<file path="src/core/ipb_pkg.sv">
// Shared constants and types for the interleaved PCM bus slot control.
// Assumes one device clock; the bus pins are sampled from outside it.
package ipb_pkg;

  // Configuration register
  localparam logic [7:0] IPB_CFG_ADDR = 8'h1C;
  localparam logic [7:0] IPB_CFG_RESET = 8'h00;
  localparam logic [7:0] IPB_CFG_WMASK = 8'h7F;
  localparam logic [7:0] IPB_RD_UNMAPPED = 8'h00;

  // Bus framing: 32 channels of 8 bits per stream per frame
  localparam int IPB_CNT_W = 11;
  localparam logic [11:0] IPB_BITS_PER_STREAM = 12'h100;
  localparam logic [2:0] IPB_FIRST_BIT = 3'h0;
  localparam logic [2:0] IPB_LAST_BIT = 3'h7;
  localparam logic [IPB_CNT_W-1:0] IPB_CNT_RESET = 11'h000;
  localparam logic [7:0] IPB_IDLE_BYTE = 8'hFF;

  // Pin sampling
  localparam int IPB_PIN_N = 4;
  localparam int IPB_PIN_SYS = 0;
  localparam int IPB_PIN_TXC = 1;
  localparam int IPB_PIN_FS = 2;
  localparam int IPB_PIN_DIN = 3;
  localparam logic [IPB_PIN_N-1:0] IPB_PIN_RESET = 4'h0;

  // Receive buffer
  localparam int IPB_BYTE_W = 8;
  localparam int IPB_FIFO_DEPTH = 4;

  typedef enum logic [1:0] {
    IPB_SPD_2M = 2'b00,
    IPB_SPD_4M = 2'b01,
    IPB_SPD_8M = 2'b10,
    IPB_SPD_16M = 2'b11
  } ipb_speed_t;

  typedef struct packed {
    logic rsvd;
    logic tx_clk_src;
    ipb_speed_t speed;
    logic ilv_en;
    logic [2:0] pos;
  } ipb_cfg_t;

  typedef struct packed {
    logic wr;
    logic rd;
    logic [7:0] addr;
    logic [7:0] wdata;
  } ipb_reg_req_t;

  typedef struct packed {
    logic out;
    logic oe;
  } ipb_pin_t;

endpackage

</file>
<file path="src/core/ipb_fifo.sv">
// Small synchronous FIFO with valid/ready on both sides.
// Assumes both sides run on the same clock; storage lives in flip-flops.
`timescale 1ns/1ps
module ipb_fifo #(
  parameter int WIDTH = 8,
  parameter int DEPTH = 4
) (
  input wire logic clk,
  input wire logic rst,
  input wire logic in_valid,
  output logic in_ready,
  input wire logic [WIDTH-1:0] in_data,
  output logic out_valid,
  input wire logic out_ready,
  output logic [WIDTH-1:0] out_data
);
  localparam int AW = $clog2(DEPTH);
  localparam logic [AW:0] FULL_CNT = (AW+1)'(DEPTH);
  localparam logic [AW-1:0] LAST_IDX = AW'(DEPTH - 1);

  logic [WIDTH-1:0] mem_r [DEPTH];
  logic [AW-1:0] wr_ptr_r;
  logic [AW-1:0] rd_ptr_r;
  logic [AW:0] count_r;
  logic push;
  logic pop;

  assign in_ready = count_r != FULL_CNT;
  assign out_valid = count_r != '0;
  assign out_data = mem_r[rd_ptr_r];
  assign push = in_valid && in_ready;
  assign pop = out_valid && out_ready;

  always_ff @(posedge clk) begin
    if (push) begin
      mem_r[wr_ptr_r] <= in_data;
    end
  end

  always_ff @(posedge clk or posedge rst) begin
    if (rst) begin
      wr_ptr_r <= '0;
      rd_ptr_r <= '0;
      count_r <= '0;
    end else begin
      if (push) begin
        wr_ptr_r <= (wr_ptr_r == LAST_IDX) ? '0 : wr_ptr_r + 1'b1;
      end
      if (pop) begin
        rd_ptr_r <= (rd_ptr_r == LAST_IDX) ? '0 : rd_ptr_r + 1'b1;
      end
      if (push && !pop) begin
        count_r <= count_r + 1'b1;
      end else if (pop && !push) begin
        count_r <= count_r - 1'b1;
      end
    end
  end
endmodule

</file>
<file path="src/core/ipb_slot_ctrl.sv">
// Slot control for one transceiver on a shared, channel-interleaved PCM bus.
// Assumes bus pins arrive asynchronously and are much slower than clk.
//
// Notes on behaviour
// - Speed field picks 2.048, 4.096, 8.192 or 16.384 MHz; 1, 2, 4, 8 streams.
// - Position field bits 2..0 places us in the slot equal to its value.
// - Interleave enable bit 3 turns interleaved operation on or off.
// - Bit 6 picks transmit clock: zero the tx clock pin, one system clock.
// - Streams are combined channel by channel, never bit or frame wise.
// - Own configuration register at 1C sets speed and position independently.
`timescale 1ns/1ps
module ipb_slot_ctrl (
  input wire logic clk,
  input wire logic rst,
  input wire ipb_pkg::ipb_reg_req_t reg_req,
  output logic [7:0] reg_rdata,
  input wire logic system_clock_pin,
  input wire logic tx_clock_pin,
  input wire logic bus_frame_sync,
  input wire logic bus_data_in,
  output ipb_pkg::ipb_pin_t bus_data_out,
  output ipb_pkg::ipb_pin_t tx_frame_sync_pin,
  input wire logic [7:0] tx_byte,
  input wire logic tx_valid,
  output logic tx_ready,
  output logic [7:0] rx_byte,
  output logic rx_valid,
  input wire logic rx_ready,
  output logic rx_drop
);
  import ipb_pkg::*;

  ipb_cfg_t cfg_r;
  logic [7:0] rdata_r;
  logic [IPB_PIN_N-1:0] pin_s1_r;
  logic [IPB_PIN_N-1:0] pin_s2_r;
  logic sys_d_r;
  logic tx_lvl_d_r;
  logic sys_rise;
  logic sys_fall;
  logic tx_lvl;
  logic tx_rise;
  logic frame_sync;
  logic [1:0] shift;
  logic [IPB_CNT_W-1:0] rx_cnt_r;
  logic [IPB_CNT_W-1:0] tx_cnt_r;
  logic [IPB_CNT_W-1:0] tx_cnt_nxt;
  logic [7:0] tx_sr_r;
  logic [7:0] tx_hold_r;
  logic tx_hold_vld_r;
  logic tx_load;
  logic [7:0] rx_sr_r;
  logic rx_push;
  logic [7:0] rx_push_data;
  logic fifo_in_ready;
  logic rx_drop_r;
  logic rx_own;
  logic tx_own;
  logic [11:0] frame_last;

  // Wrap point of the bit counter for 2^sh streams
  function automatic logic [IPB_CNT_W-1:0] cnt_next(input logic [IPB_CNT_W-1:0] c,
                                                   input logic [1:0] sh);
    logic [11:0] last;
    last = (IPB_BITS_PER_STREAM << sh) - 12'h001;
    return ({1'b0, c} >= last) ? IPB_CNT_RESET : c + 11'h001;
  endfunction

  // Slot is the counter field just above the bit index
  function automatic logic owns(input logic [IPB_CNT_W-1:0] c, input ipb_cfg_t cf,
                                input logic [1:0] sh);
    logic [2:0] mask;
    mask = 3'((4'h1 << sh) - 4'h1);
    return !cf.ilv_en || ((c[5:3] & mask) == cf.pos);
  endfunction

  // Configuration register; reserved bit is never stored
  always_ff @(posedge clk or posedge rst) begin
    if (rst) begin
      cfg_r <= ipb_cfg_t'(IPB_CFG_RESET);
    end else if (reg_req.wr && reg_req.addr == IPB_CFG_ADDR) begin
      cfg_r <= ipb_cfg_t'(reg_req.wdata & IPB_CFG_WMASK);
    end
  end

  always_ff @(posedge clk or posedge rst) begin
    if (rst) begin
      rdata_r <= IPB_RD_UNMAPPED;
    end else if (reg_req.rd) begin
      if (reg_req.addr == IPB_CFG_ADDR) begin
        rdata_r <= cfg_r;
      end else begin
        rdata_r <= IPB_RD_UNMAPPED;
      end
    end
  end

  assign reg_rdata = rdata_r;

  // Two-stage sampling of every bus pin
  always_ff @(posedge clk or posedge rst) begin
    if (rst) begin
      pin_s1_r <= IPB_PIN_RESET;
      pin_s2_r <= IPB_PIN_RESET;
    end else begin
      pin_s1_r <= {bus_data_in, bus_frame_sync, tx_clock_pin, system_clock_pin};
      pin_s2_r <= pin_s1_r;
    end
  end

  // Changing the clock source may create one spurious edge; reframe after it
  assign tx_lvl = cfg_r.tx_clk_src ? pin_s2_r[IPB_PIN_SYS] : pin_s2_r[IPB_PIN_TXC];

  always_ff @(posedge clk or posedge rst) begin
    if (rst) begin
      sys_d_r <= 1'b0;
      tx_lvl_d_r <= 1'b0;
    end else begin
      sys_d_r <= pin_s2_r[IPB_PIN_SYS];
      tx_lvl_d_r <= tx_lvl;
    end
  end

  assign sys_rise = pin_s2_r[IPB_PIN_SYS] && !sys_d_r;
  assign sys_fall = !pin_s2_r[IPB_PIN_SYS] && sys_d_r;
  assign tx_rise = tx_lvl && !tx_lvl_d_r;
  assign frame_sync = pin_s2_r[IPB_PIN_FS];
  // Non-interleaved operation behaves as a single stream
  assign shift = cfg_r.ilv_en ? cfg_r.speed : IPB_SPD_2M;

  // Receive side: count on rising system clock, sample on falling
  always_ff @(posedge clk or posedge rst) begin
    if (rst) begin
      rx_cnt_r <= IPB_CNT_RESET;
    end else if (sys_rise) begin
      rx_cnt_r <= frame_sync ? IPB_CNT_RESET : cnt_next(rx_cnt_r, shift);
    end
  end

  assign rx_own = owns(rx_cnt_r, cfg_r, shift);

  always_ff @(posedge clk or posedge rst) begin
    if (rst) begin
      rx_sr_r <= IPB_IDLE_BYTE;
    end else if (sys_fall && rx_own) begin
      rx_sr_r <= {rx_sr_r[6:0], pin_s2_r[IPB_PIN_DIN]};
    end
  end

  // Whole channel byte handed on at its last bit
  assign rx_push = sys_fall && rx_own && rx_cnt_r[2:0] == IPB_LAST_BIT;
  assign rx_push_data = {rx_sr_r[6:0], pin_s2_r[IPB_PIN_DIN]};

  // The bus cannot wait, so a full buffer loses the byte and says so
  always_ff @(posedge clk or posedge rst) begin
    if (rst) begin
      rx_drop_r <= 1'b0;
    end else begin
      rx_drop_r <= rx_push && !fifo_in_ready;
    end
  end

  assign rx_drop = rx_drop_r;

  ipb_fifo #(
    .WIDTH(IPB_BYTE_W),
    .DEPTH(IPB_FIFO_DEPTH)
  ) u_rx_fifo (
    .clk(clk),
    .rst(rst),
    .in_valid(rx_push),
    .in_ready(fifo_in_ready),
    .in_data(rx_push_data),
    .out_valid(rx_valid),
    .out_ready(rx_ready),
    .out_data(rx_byte)
  );

  // Transmit side: counter and shifter advance on the chosen clock
  assign tx_cnt_nxt = frame_sync ? IPB_CNT_RESET : cnt_next(tx_cnt_r, shift);
  assign tx_own = owns(tx_cnt_r, cfg_r, shift);
  assign tx_load = tx_rise && owns(tx_cnt_nxt, cfg_r, shift) &&
                   tx_cnt_nxt[2:0] == IPB_FIRST_BIT;

  always_ff @(posedge clk or posedge rst) begin
    if (rst) begin
      tx_cnt_r <= IPB_CNT_RESET;
    end else if (tx_rise) begin
      tx_cnt_r <= tx_cnt_nxt;
    end
  end

  always_ff @(posedge clk or posedge rst) begin
    if (rst) begin
      tx_sr_r <= IPB_IDLE_BYTE;
    end else if (tx_load) begin
      tx_sr_r <= tx_hold_vld_r ? tx_hold_r : IPB_IDLE_BYTE;
    end else if (tx_rise && owns(tx_cnt_nxt, cfg_r, shift)) begin
      tx_sr_r <= {tx_sr_r[6:0], 1'b1};
    end
  end

  // One byte waits per channel period; idle ones go out when none waits
  always_ff @(posedge clk or posedge rst) begin
    if (rst) begin
      tx_hold_r <= IPB_IDLE_BYTE;
      tx_hold_vld_r <= 1'b0;
    end else if (tx_valid && tx_ready) begin
      tx_hold_r <= tx_byte;
      tx_hold_vld_r <= 1'b1;
    end else if (tx_load) begin
      tx_hold_vld_r <= 1'b0;
    end
  end

  assign tx_ready = !tx_hold_vld_r;
  assign bus_data_out.out = tx_sr_r[7];
  assign bus_data_out.oe = tx_own;
  // Sync pin is only an output while interleaving
  assign tx_frame_sync_pin.out = cfg_r.ilv_en && tx_cnt_r == IPB_CNT_RESET;
  assign tx_frame_sync_pin.oe = cfg_r.ilv_en;

  cfg_hold_a: assert property (@(posedge clk) disable iff (rst)
    !(reg_req.wr && reg_req.addr == IPB_CFG_ADDR) |=> $stable(cfg_r))
    else $error("config changed without a write");

  cfg_read_a: assert property (@(posedge clk) disable iff (rst)
    reg_req.rd && reg_req.addr == IPB_CFG_ADDR |=> reg_rdata == $past(cfg_r) && !reg_rdata[7])
    else $error("config readback wrong");

  speed_wrap_a: assert property (@(posedge clk) disable iff (rst)
    cfg_r.ilv_en && cfg_r.speed == IPB_SPD_16M |-> shift == 2'b11)
    else $error("speed field not applied");

  ilv_off_a: assert property (@(posedge clk) disable iff (rst)
    !cfg_r.ilv_en |-> bus_data_out.oe && !tx_frame_sync_pin.oe)
    else $error("non-interleaved drive wrong");

  slot_match_a: assert property (@(posedge clk) disable iff (rst)
    cfg_r.ilv_en && cfg_r.speed == IPB_SPD_16M && bus_data_out.oe |-> tx_cnt_r[5:3] == cfg_r.pos)
    else $error("drive outside own slot");

  clk_src_a: assert property (@(posedge clk) disable iff (rst)
    cfg_r.tx_clk_src && $stable(cfg_r) |-> tx_rise == sys_rise)
    else $error("tx clock not from system clock");

  byte_start_a: assert property (@(posedge clk) disable iff (rst)
    cfg_r.ilv_en && $stable(cfg_r) && $rose(bus_data_out.oe) |-> tx_cnt_r[2:0] == IPB_FIRST_BIT)
    else $error("slot entered mid byte");

  rx_slot_a: assert property (@(posedge clk) disable iff (rst)
    rx_push |-> rx_own && rx_cnt_r[2:0] == IPB_LAST_BIT ##1 rx_drop == !$past(fifo_in_ready))
    else $error("receive push outside slot");

  // Last bit of a frame for the stream count in use
  assign frame_last = (IPB_BITS_PER_STREAM << shift) - 12'h001;

  frame_wrap_a: assert property (@(posedge clk) disable iff (rst)
    sys_rise && {1'b0, rx_cnt_r} == frame_last |=> rx_cnt_r == IPB_CNT_RESET)
    else $error("frame did not wrap at its last bit");

  cnt_step_a: assert property (@(posedge clk) disable iff (rst)
    sys_rise && !frame_sync && {1'b0, rx_cnt_r} < frame_last |=>
      rx_cnt_r == $past(rx_cnt_r) + 11'h001)
    else $error("bit counter skipped a bit");

  tx_load_a: assert property (@(posedge clk) disable iff (rst)
    tx_load && !reg_req.wr |=> bus_data_out.oe && tx_cnt_r[2:0] == IPB_FIRST_BIT)
    else $error("byte loaded outside own slot start");

  sync_out_a: assert property (@(posedge clk) disable iff (rst)
    cfg_r.ilv_en && tx_rise && frame_sync && !reg_req.wr |=> tx_frame_sync_pin.out)
    else $error("transmit sync not driven at frame start");

  tx_accept_a: assert property (@(posedge clk) disable iff (rst)
    tx_valid && tx_ready |=> !tx_ready && tx_hold_r == $past(tx_byte))
    else $error("transmit byte not held");

  rx_quiet_a: assert property (@(posedge clk) disable iff (rst)
    sys_fall && !rx_own |=> $stable(rx_sr_r))
    else $error("receive sampled outside own slot");

  rdata_hold_a: assert property (@(posedge clk) disable iff (rst)
    !reg_req.rd |=> $stable(reg_rdata))
    else $error("read data changed without a read");

  unmapped_rd_a: assert property (@(posedge clk) disable iff (rst)
    reg_req.rd && reg_req.addr != IPB_CFG_ADDR |=> reg_rdata == IPB_RD_UNMAPPED)
    else $error("unmapped read not zero");

  rsvd_zero_a: assert property (@(posedge clk) disable iff (rst)
    !cfg_r.rsvd)
    else $error("reserved bit stored");

  drop_pulse_a: assert property (@(posedge clk) disable iff (rst)
    rx_drop |=> !rx_drop)
    else $error("drop flag longer than one cycle");

  sync_oe_a: assert property (@(posedge clk) disable iff (rst)
    cfg_r.ilv_en |-> tx_frame_sync_pin.oe)
    else $error("sync pin not driven while interleaving");

  pin_clk_a: assert property (@(posedge clk) disable iff (rst)
    !cfg_r.tx_clk_src && $stable(cfg_r) && $stable(pin_s2_r[IPB_PIN_TXC]) |-> !tx_rise)
    else $error("tx edge without tx clock pin edge");

  idle_fill_a: assert property (@(posedge clk) disable iff (rst)
    tx_load && !tx_hold_vld_r |=> tx_sr_r == IPB_IDLE_BYTE)
    else $error("idle byte not sent");

endmodule

</file>
<file path="config.mk">
export PLATFORM = sky130hd
export DESIGN_NAME = ipb_slot_ctrl
export DESIGN_NICKNAME = d
export VERILOG_FILES = /design/src/core/ipb_pkg.sv /design/src/core/ipb_fifo.sv /design/src/core/ipb_slot_ctrl.sv
export SDC_FILE = /design/constraint.sdc
export NUM_CORES = 1
export LEC_CHECK = 0
export ABC_AREA = 1
export BUFFER_PORTS_ARGS = -buffer_cell sky130_fd_sc_hd__buf_2
export CORE_MARGIN = 5
export CORE_UTILIZATION = 53
export CTS_CLUSTER_SIZE = 8
export DETAILED_ROUTE_END_ITERATION = 8
export PLACE_DENSITY = 0.79
export SLEW_MARGIN = 20
export SYNTH_ARGS = -nofsm -noshare
export SYNTH_HDL_FRONTEND = slang
export SYNTH_HIERARCHICAL = 1
export SYNTH_SLANG_ARGS = --single-unit
export TNS_END_PERCENT = 100
</file>
<file path="constraint.sdc">
create_clock -name clk -period 2.64 [get_ports clk]
set_clock_uncertainty 0.2 [all_clocks]
set_input_delay 0.528 -clock clk [delete_from_list [all_inputs] [get_ports clk]]
set_output_delay 0.528 -clock clk [all_outputs]
set_load 0.005 [all_outputs]
</file>
* Word level (Yosys, flattened, before mapping)
Memory sizes are Yosys's and may differ from the RTL's.
Index checks and enable logic that the tools add are counted.
Widths: inputs -> output; s select.
** Cells by class
- Add/subtract/negate cells :: 8
- $lt $le $gt $ge :: 2
- Equality and inequality tests :: 8
- Shift operators :: 2
- Mux-type cells :: 18
- Bitwise logic cells :: 3
- Reduce and logical (&&, ||, !) cells :: 32
** Operator list (number)
- $mux 11 :: 4
- $ge 11x12->1 :: 2
- $mux 8 :: 3
- $add 11x1->11 const B :: 2
- $logic_and 1x1->1 :: 15
- $shl 9x2->12 const A :: 1
- $sub 12x1->12 const B :: 1
- $logic_not 11->1 :: 1
- $and 3x3->3 :: 3
- $eq 3x3->1 :: 3
- $eq 8x5->1 const B :: 1
- $logic_not 1->1 :: 8
- $mux 7 :: 1
- $mux 2 :: 3
- $mux 3 :: 2
- $reduce_bool 2->1 :: 3
- $sub 3x1->3 const B :: 2
- $mux 1 :: 5
- $add 2x1->2 const B :: 2
- $eq 2x2->1 const B :: 2
- $add 3x1->3 const B :: 1
- $eq 3x3->1 const B :: 1
- $logic_not 3->1 :: 1
- $logic_or 1x1->1 :: 3
- 3 further kinds :: 3
** Word-level totals
- Bits in registers :: 79
- RAM bits :: 32
- Word-level logic and storage cells :: 93
- Memories kept :: 1
** Memories
- u_rx_fifo.mem_r :: depth 4, bits a word 8, read ports 1, clocked after Yosys merged registers in 0, write ports 1, line ipb_fifo.sv:21 : logic [WIDTH-1:0] mem_r [DEPTH];

* Longest topological paths before layout
- Word-level depth :: 13
- Mapped depth :: 19

* Modules after synthesis
Netlist, hierarchy kept.
** By module, submodules not included
- ipb_slot_ctrl :: times used 1, cells each 403, area an instance 3577.2 µm², sequential area each 1805.5 µm²
- ipb_fifo :: times used 1, cells each 153, area an instance 1760.4 µm², sequential area each 1136.1 µm²

* Least setup slack after synthesis
Ideal clock, no wire load.
- Path type :: reg2reg
- Start :: register cfg_r (netlist bit tx_frame_sync_pin[0])
- End :: register u_rx_fifo.count_r[2]
- Library setup time :: 0.117 ns
- Data arrival time :: 2.523 ns
- Required time :: 2.323 ns
- Slack :: -0.200 ns
- Stages on the path, launching flop included :: 19
- Buffers on the path :: 2
- Cell sequence :: dfrtp_1 > buf_6 > nand2_4 > nor2_4 > nand2_2 > xor2_1 > o31ai_2 > nand3_2 > buf_6 > nor2_2 > nand2_2 > inv_1 > ha_1 > inv_1 > fa_1 > nand2_1 > nand3_1 > nand2_1 > nand2_1
** Between the ends
- Longest elaborated chain between the ends :: 12
** RTL lines
- from (decl) :: line ipb_slot_ctrl.sv:33 : ipb_cfg_t cfg_r;
- from (signal assigned) :: line ipb_slot_ctrl.sv:80 : cfg_r <= ipb_cfg_t'(IPB_CFG_RESET);
- from (signal assigned) :: line ipb_slot_ctrl.sv:82 : cfg_r <= ipb_cfg_t'(reg_req.wdata & IPB_CFG_WMASK);
- $mux 2 :: line ipb_slot_ctrl.sv:129 : assign shift = cfg_r.ilv_en ? cfg_r.speed : IPB_SPD_2M;
- $shl 1x2->3 :: line ipb_slot_ctrl.sv:73 : mask = 3'((4'h1 << sh) - 4'h1);
- $sub 3x1->3 :: line ipb_slot_ctrl.sv:73
- $and 3x3->3 :: line ipb_slot_ctrl.sv:74 : return !cf.ilv_en || ((c[5:3] & mask) == cf.pos);
- $eq 3x3->1 :: line ipb_slot_ctrl.sv:74
- $logic_or 1x1->1 (*) :: line ipb_slot_ctrl.sv:74
- $logic_and 1x1->1 (*) (2 in a row) :: line ipb_slot_ctrl.sv:151 : assign rx_push = sys_fall && rx_own && rx_cnt_r[2:0] == IPB_LAST_BIT;
- named net rx_push :: line ipb_slot_ctrl.sv:53 : logic rx_push;
- $logic_and 1x1->1 (*) :: line ipb_fifo.sv:31 : assign push = in_valid && in_ready;
- named net u_rx_fifo.push :: line ipb_fifo.sv:25 : logic push;
- $logic_not 1->1 :: line ipb_fifo.sv:54 : end else if (pop && !push) begin
- $logic_and 1x1->1 :: line ipb_fifo.sv:54
- $reduce_bool 2->1 (no line)
- to (signal assigned) :: line ipb_fifo.sv:53 : count_r <= count_r + 1'b1;
- to (signal assigned) :: line ipb_fifo.sv:55 : count_r <= count_r - 1'b1;
- to (decl) :: line ipb_fifo.sv:24 : logic [AW:0] count_r;
Mark *: on every way through the listed nets, which the timed path passes. The rest lies on a longest branch.
A chain may end at the register's enable or synchronous reset.

* Worst setup path after layout
Same ends and word-level chain as after synthesis.

==> results.json <==
{
  "reg2reg_slack_ns": 0.01,
  "yosys_warnings": 6,
  "dr_wl_met2_um": 5450,
  "drive_gt1_share_pct": 29.5,
  "wire_per_inst_um": 13.6,
  "dp_hpwl_um": 7660,
  "cts_buffers": 9,
  "synthCells": 556,
  "critPathLaunchType": "register",
  "crit_required_ns": 2.70,
  "gp_congestion": 0.875,
  "yosysUniqueCellTypes": 40,
  "dr.pass1.iters": 4,
  "die_area_um2": 12200,
  "synth-seq-cells": 110,
  "core_um2": 9820,
  "top_level_ports": 57,
  "crit_chain": "nand2_4, nand2_4, nand2_1, xor2_2, o31ai_2, nand3_2, nor2_4, nand2_4, inv_2, ha_4, inv_4, fa_2, inv_2, nand2_2, nand4_1, nand2_1",
  "fin_area_um2": 6200,
  "critPathMaxFanout": 3,
  "post-place-ws_ns": -0.0578,
  "synth_top_area_cell": "dfrtp_1",
  "rsz0062_at_grt": "true",
  "antenna_cells": 0,
  "syn_nets": 607,
  "irDropWorstVdd_mv": 0.357,
  "finalCriticalPeriod_ns": 2.63,
  "synth_area_per_cell_um2": 9.60,
  "grt_overflow": 0,
  "clock.fmax_ghz": 0.380,
  "power_uw": 4000,
  "pwr_density_cell_nw_per_um2": 645,
  "final_cells": 767,
  "rows": 36,
  "slowest_stage": "dfrtp_2",
  "critical_path.max_stage_delay_ns": 0.46,
  "grt_pass1_wl_um": 16800,
  "ctsHtreeMaxLevel": 3,
  "synth_top_area_share_pct": 25.8,
  "drcViolationCount": 0,
  "ant_nets": 0,
  "clk_transition_reported_paths_ns": 0.10,
  "hold_path.class": "in -> reg",
  "finalMaxSlewViolations": 0,
  "grt_pass1_vias": 3927,
  "syn2layout_area_growth_pct": 16.1,
  "cp_num_buf_inv": 3,
  "setup_viol": 0,
  "drv_cap": 0,
  "die_w_um": 110,
  "seq_area_frac_synth_pct": 55.1,
  "worstSetupEndpointType": "register",
  "vias": 3946,
  "wl_met3_um": 496,
  "synthTopCellsByArea": "dfrtp_1, edfxtp_1, dfstp_2",
  "outcome": "completed",
  "initial_utilization_pct": 54.4,
  "highest_layer": "met4",
  "cts_root_buf": "clkbuf_8",
  "path_class": "reg -> reg",
  "clkSinkCount": 110,
  "clock_path_buffers": 2,
  "initialDrtViolationCount": 216,
  "antenna_found_initial": 0,
  "finalWirelength_um": 10400,
  "nets": 680,
  "cts_tree": "built",
  "critPathTopFamily": "simple AND/OR/NAND/NOR gates",
  "arrival_ns": 2.69,
  "power_leakage_uw": 0.00286,
  "cp_common_cell": "nand2_4",
  "hold_violations": 0,
  "grt_max_degree": 43,
  "clock_latency_ns": 0.36,
  "die_h_um": 110,
  "place_area_um2": 5820,
  "timing.final.ws_setup_ns": 0.0117,
  "dp.cells": 745,
  "syn_area_um2": 5340,
  "io_buffers": 54,
  "grt_usage_pct": 17.7,
  "finalCritPeriodShare_pct": 99.6,
  "via_per_inst": 5.14,
  "wl_met1_um": 4200
}
==> cells by family after synthesis <==
group / Yosys count / share of synthesized area, %
XOR/XNOR: 18 / 3.09
adder cells (fa/ha/maj): 17 / 4.13
buffers and inverters: 109 / 8.95
multiplexers: 7 / 1.48
AND/OR/NAND/NOR: 216 / 17.9
other: 1 / 0.0703
flip-flops: 110 / 55.1
AO/OA/AOI/OAI: 78 / 9.24
==> area by class of cell <==
type	count	area [um2]
fillers	783	3620
flip-flops and latches	110	2940
multi-input cells	338	2090
repair buffers	76	449
inverters	94	360
well taps	133	166
clock buffers	10	138
clock inverters	6	43.8
==> stage by stage <==
step	setup TNS (ns)	hold WS [ns]	util, %
global placement	0	0.136	59.2
finish	0	0.0634	63.1
detailed placement	-0.330	0.137	59.2
floorplan	-0.248	0.131	-
global route	-0.723	0.0519	63.1
CTS	-0.0305	0.0425	61.6
==> cells in the mapped netlist, drive strengths merged <==
| cell type | instances |
|---|---|
| buf | 12 |
| nand2 | 115 |
| mux2 | 7 |
| o211ai | 16 |
| or2 | 1 |
| o41ai | 1 |
| xor2 | 15 |
| clkbuf | 3 |
| o21bai | 1 |
| dfstp | 23 |
| edfxtp | 32 |
| o21ai | 21 |
| nor4 | 2 |
| dfrtp | 55 |
| nor2 | 51 |
| ha | 16 |
| nor3 | 9 |
| xnor2 | 3 |
| a21oi | 21 |
| conb | 1 |
| o31ai | 1 |
| or4 | 1 |
| inv | 94 |
| nand3 | 31 |
| nand4 | 6 |
| a21o | 1 |
| fa | 1 |
| o22ai | 16 |
==> state kept, by name, summed over array words and instances (netlist names), 6 cells and up <==
register,count
reg_rdata,7
cfg_r,6
rx_cnt_r,11
u_rx_fifo/mem_r,32
rx_sr_r,7
tx_hold_r,8
tx_cnt_r,11
tx_sr_r,8
==> power breakdown <==
part	internal [uW]	total, uW	switching (uW)	leakage [uW]
clock network	374	927	552	0.0000930
registers	2010	2160	149	0.00126
logic	371	911	539	0.00151
==> cells in the final DEF (no fill, tap or decap), drive strengths merged, types with 2 or more instances in the layout <==
master  count
nand2     116
inv        96
buf        75
dfrtp      55
nor2       51
edfxtp     32
nand3      31
dfstp      23
a21oi      21
o21ai      21
o22ai      16
o211ai     16
ha         16
xor2       15
clkbuf     10
nor3        9
mux2        7
nand4       6
xnor2       3
clkinv      3
nor4        2
==> repair_timing <==
item | 4_1_cts | 5_1_grt
hold endpoints to repair | 11 | 0
setup buffers | 2 | 2
cloned | 0 | 1
gates resized for setup | 8 | 35
pin swaps | 5 | 9
hold buffers | 1 | 0
endpoints found under the setup margin | 12 | 13
==> per-layer routing <==
layer,global-route usage [%],vias to the layer above
li1,-,1947
met1,20.3,1871
met2,32.1,101
met3,3.96,27
met4,7.12,0
met5,0,-
==> path summary, 6_finish.rpt <==
kind,startpoint,to,depth (start not counted)
max in group asynchronous,rst,tx_sr_r[1],4
worst min-delay path,bus_frame_sync,pin_s1_r[2],1
min in group asynchronous,rst,reg_rdata[5],3
worst min register to register,pin_s1_r[1],pin_s2_r[1],0
worst max-delay path,tx_frame_sync_pin[0],u_rx_fifo/count_r[2],16
worst max register to register,tx_frame_sync_pin[0],u_rx_fifo/count_r[2],16
==> worst register-to-register path, cell delays in order, from the launching register on <==
cell	delay [ns]
dfrtp_2	0.46
nand2_4	0.09
nand2_4	0.07
nand2_1	0.08
xor2_2	0.16
o31ai_2	0.26
nand3_2	0.14
nor2_4	0.14
nand2_4	0.06
inv_2	0.06
ha_4	0.14
inv_4	0.03
fa_2	0.35
inv_2	0.06
nand2_2	0.06
nand4_1	0.08
nand2_1	0.06
Power figures use the tool's default switching activity.
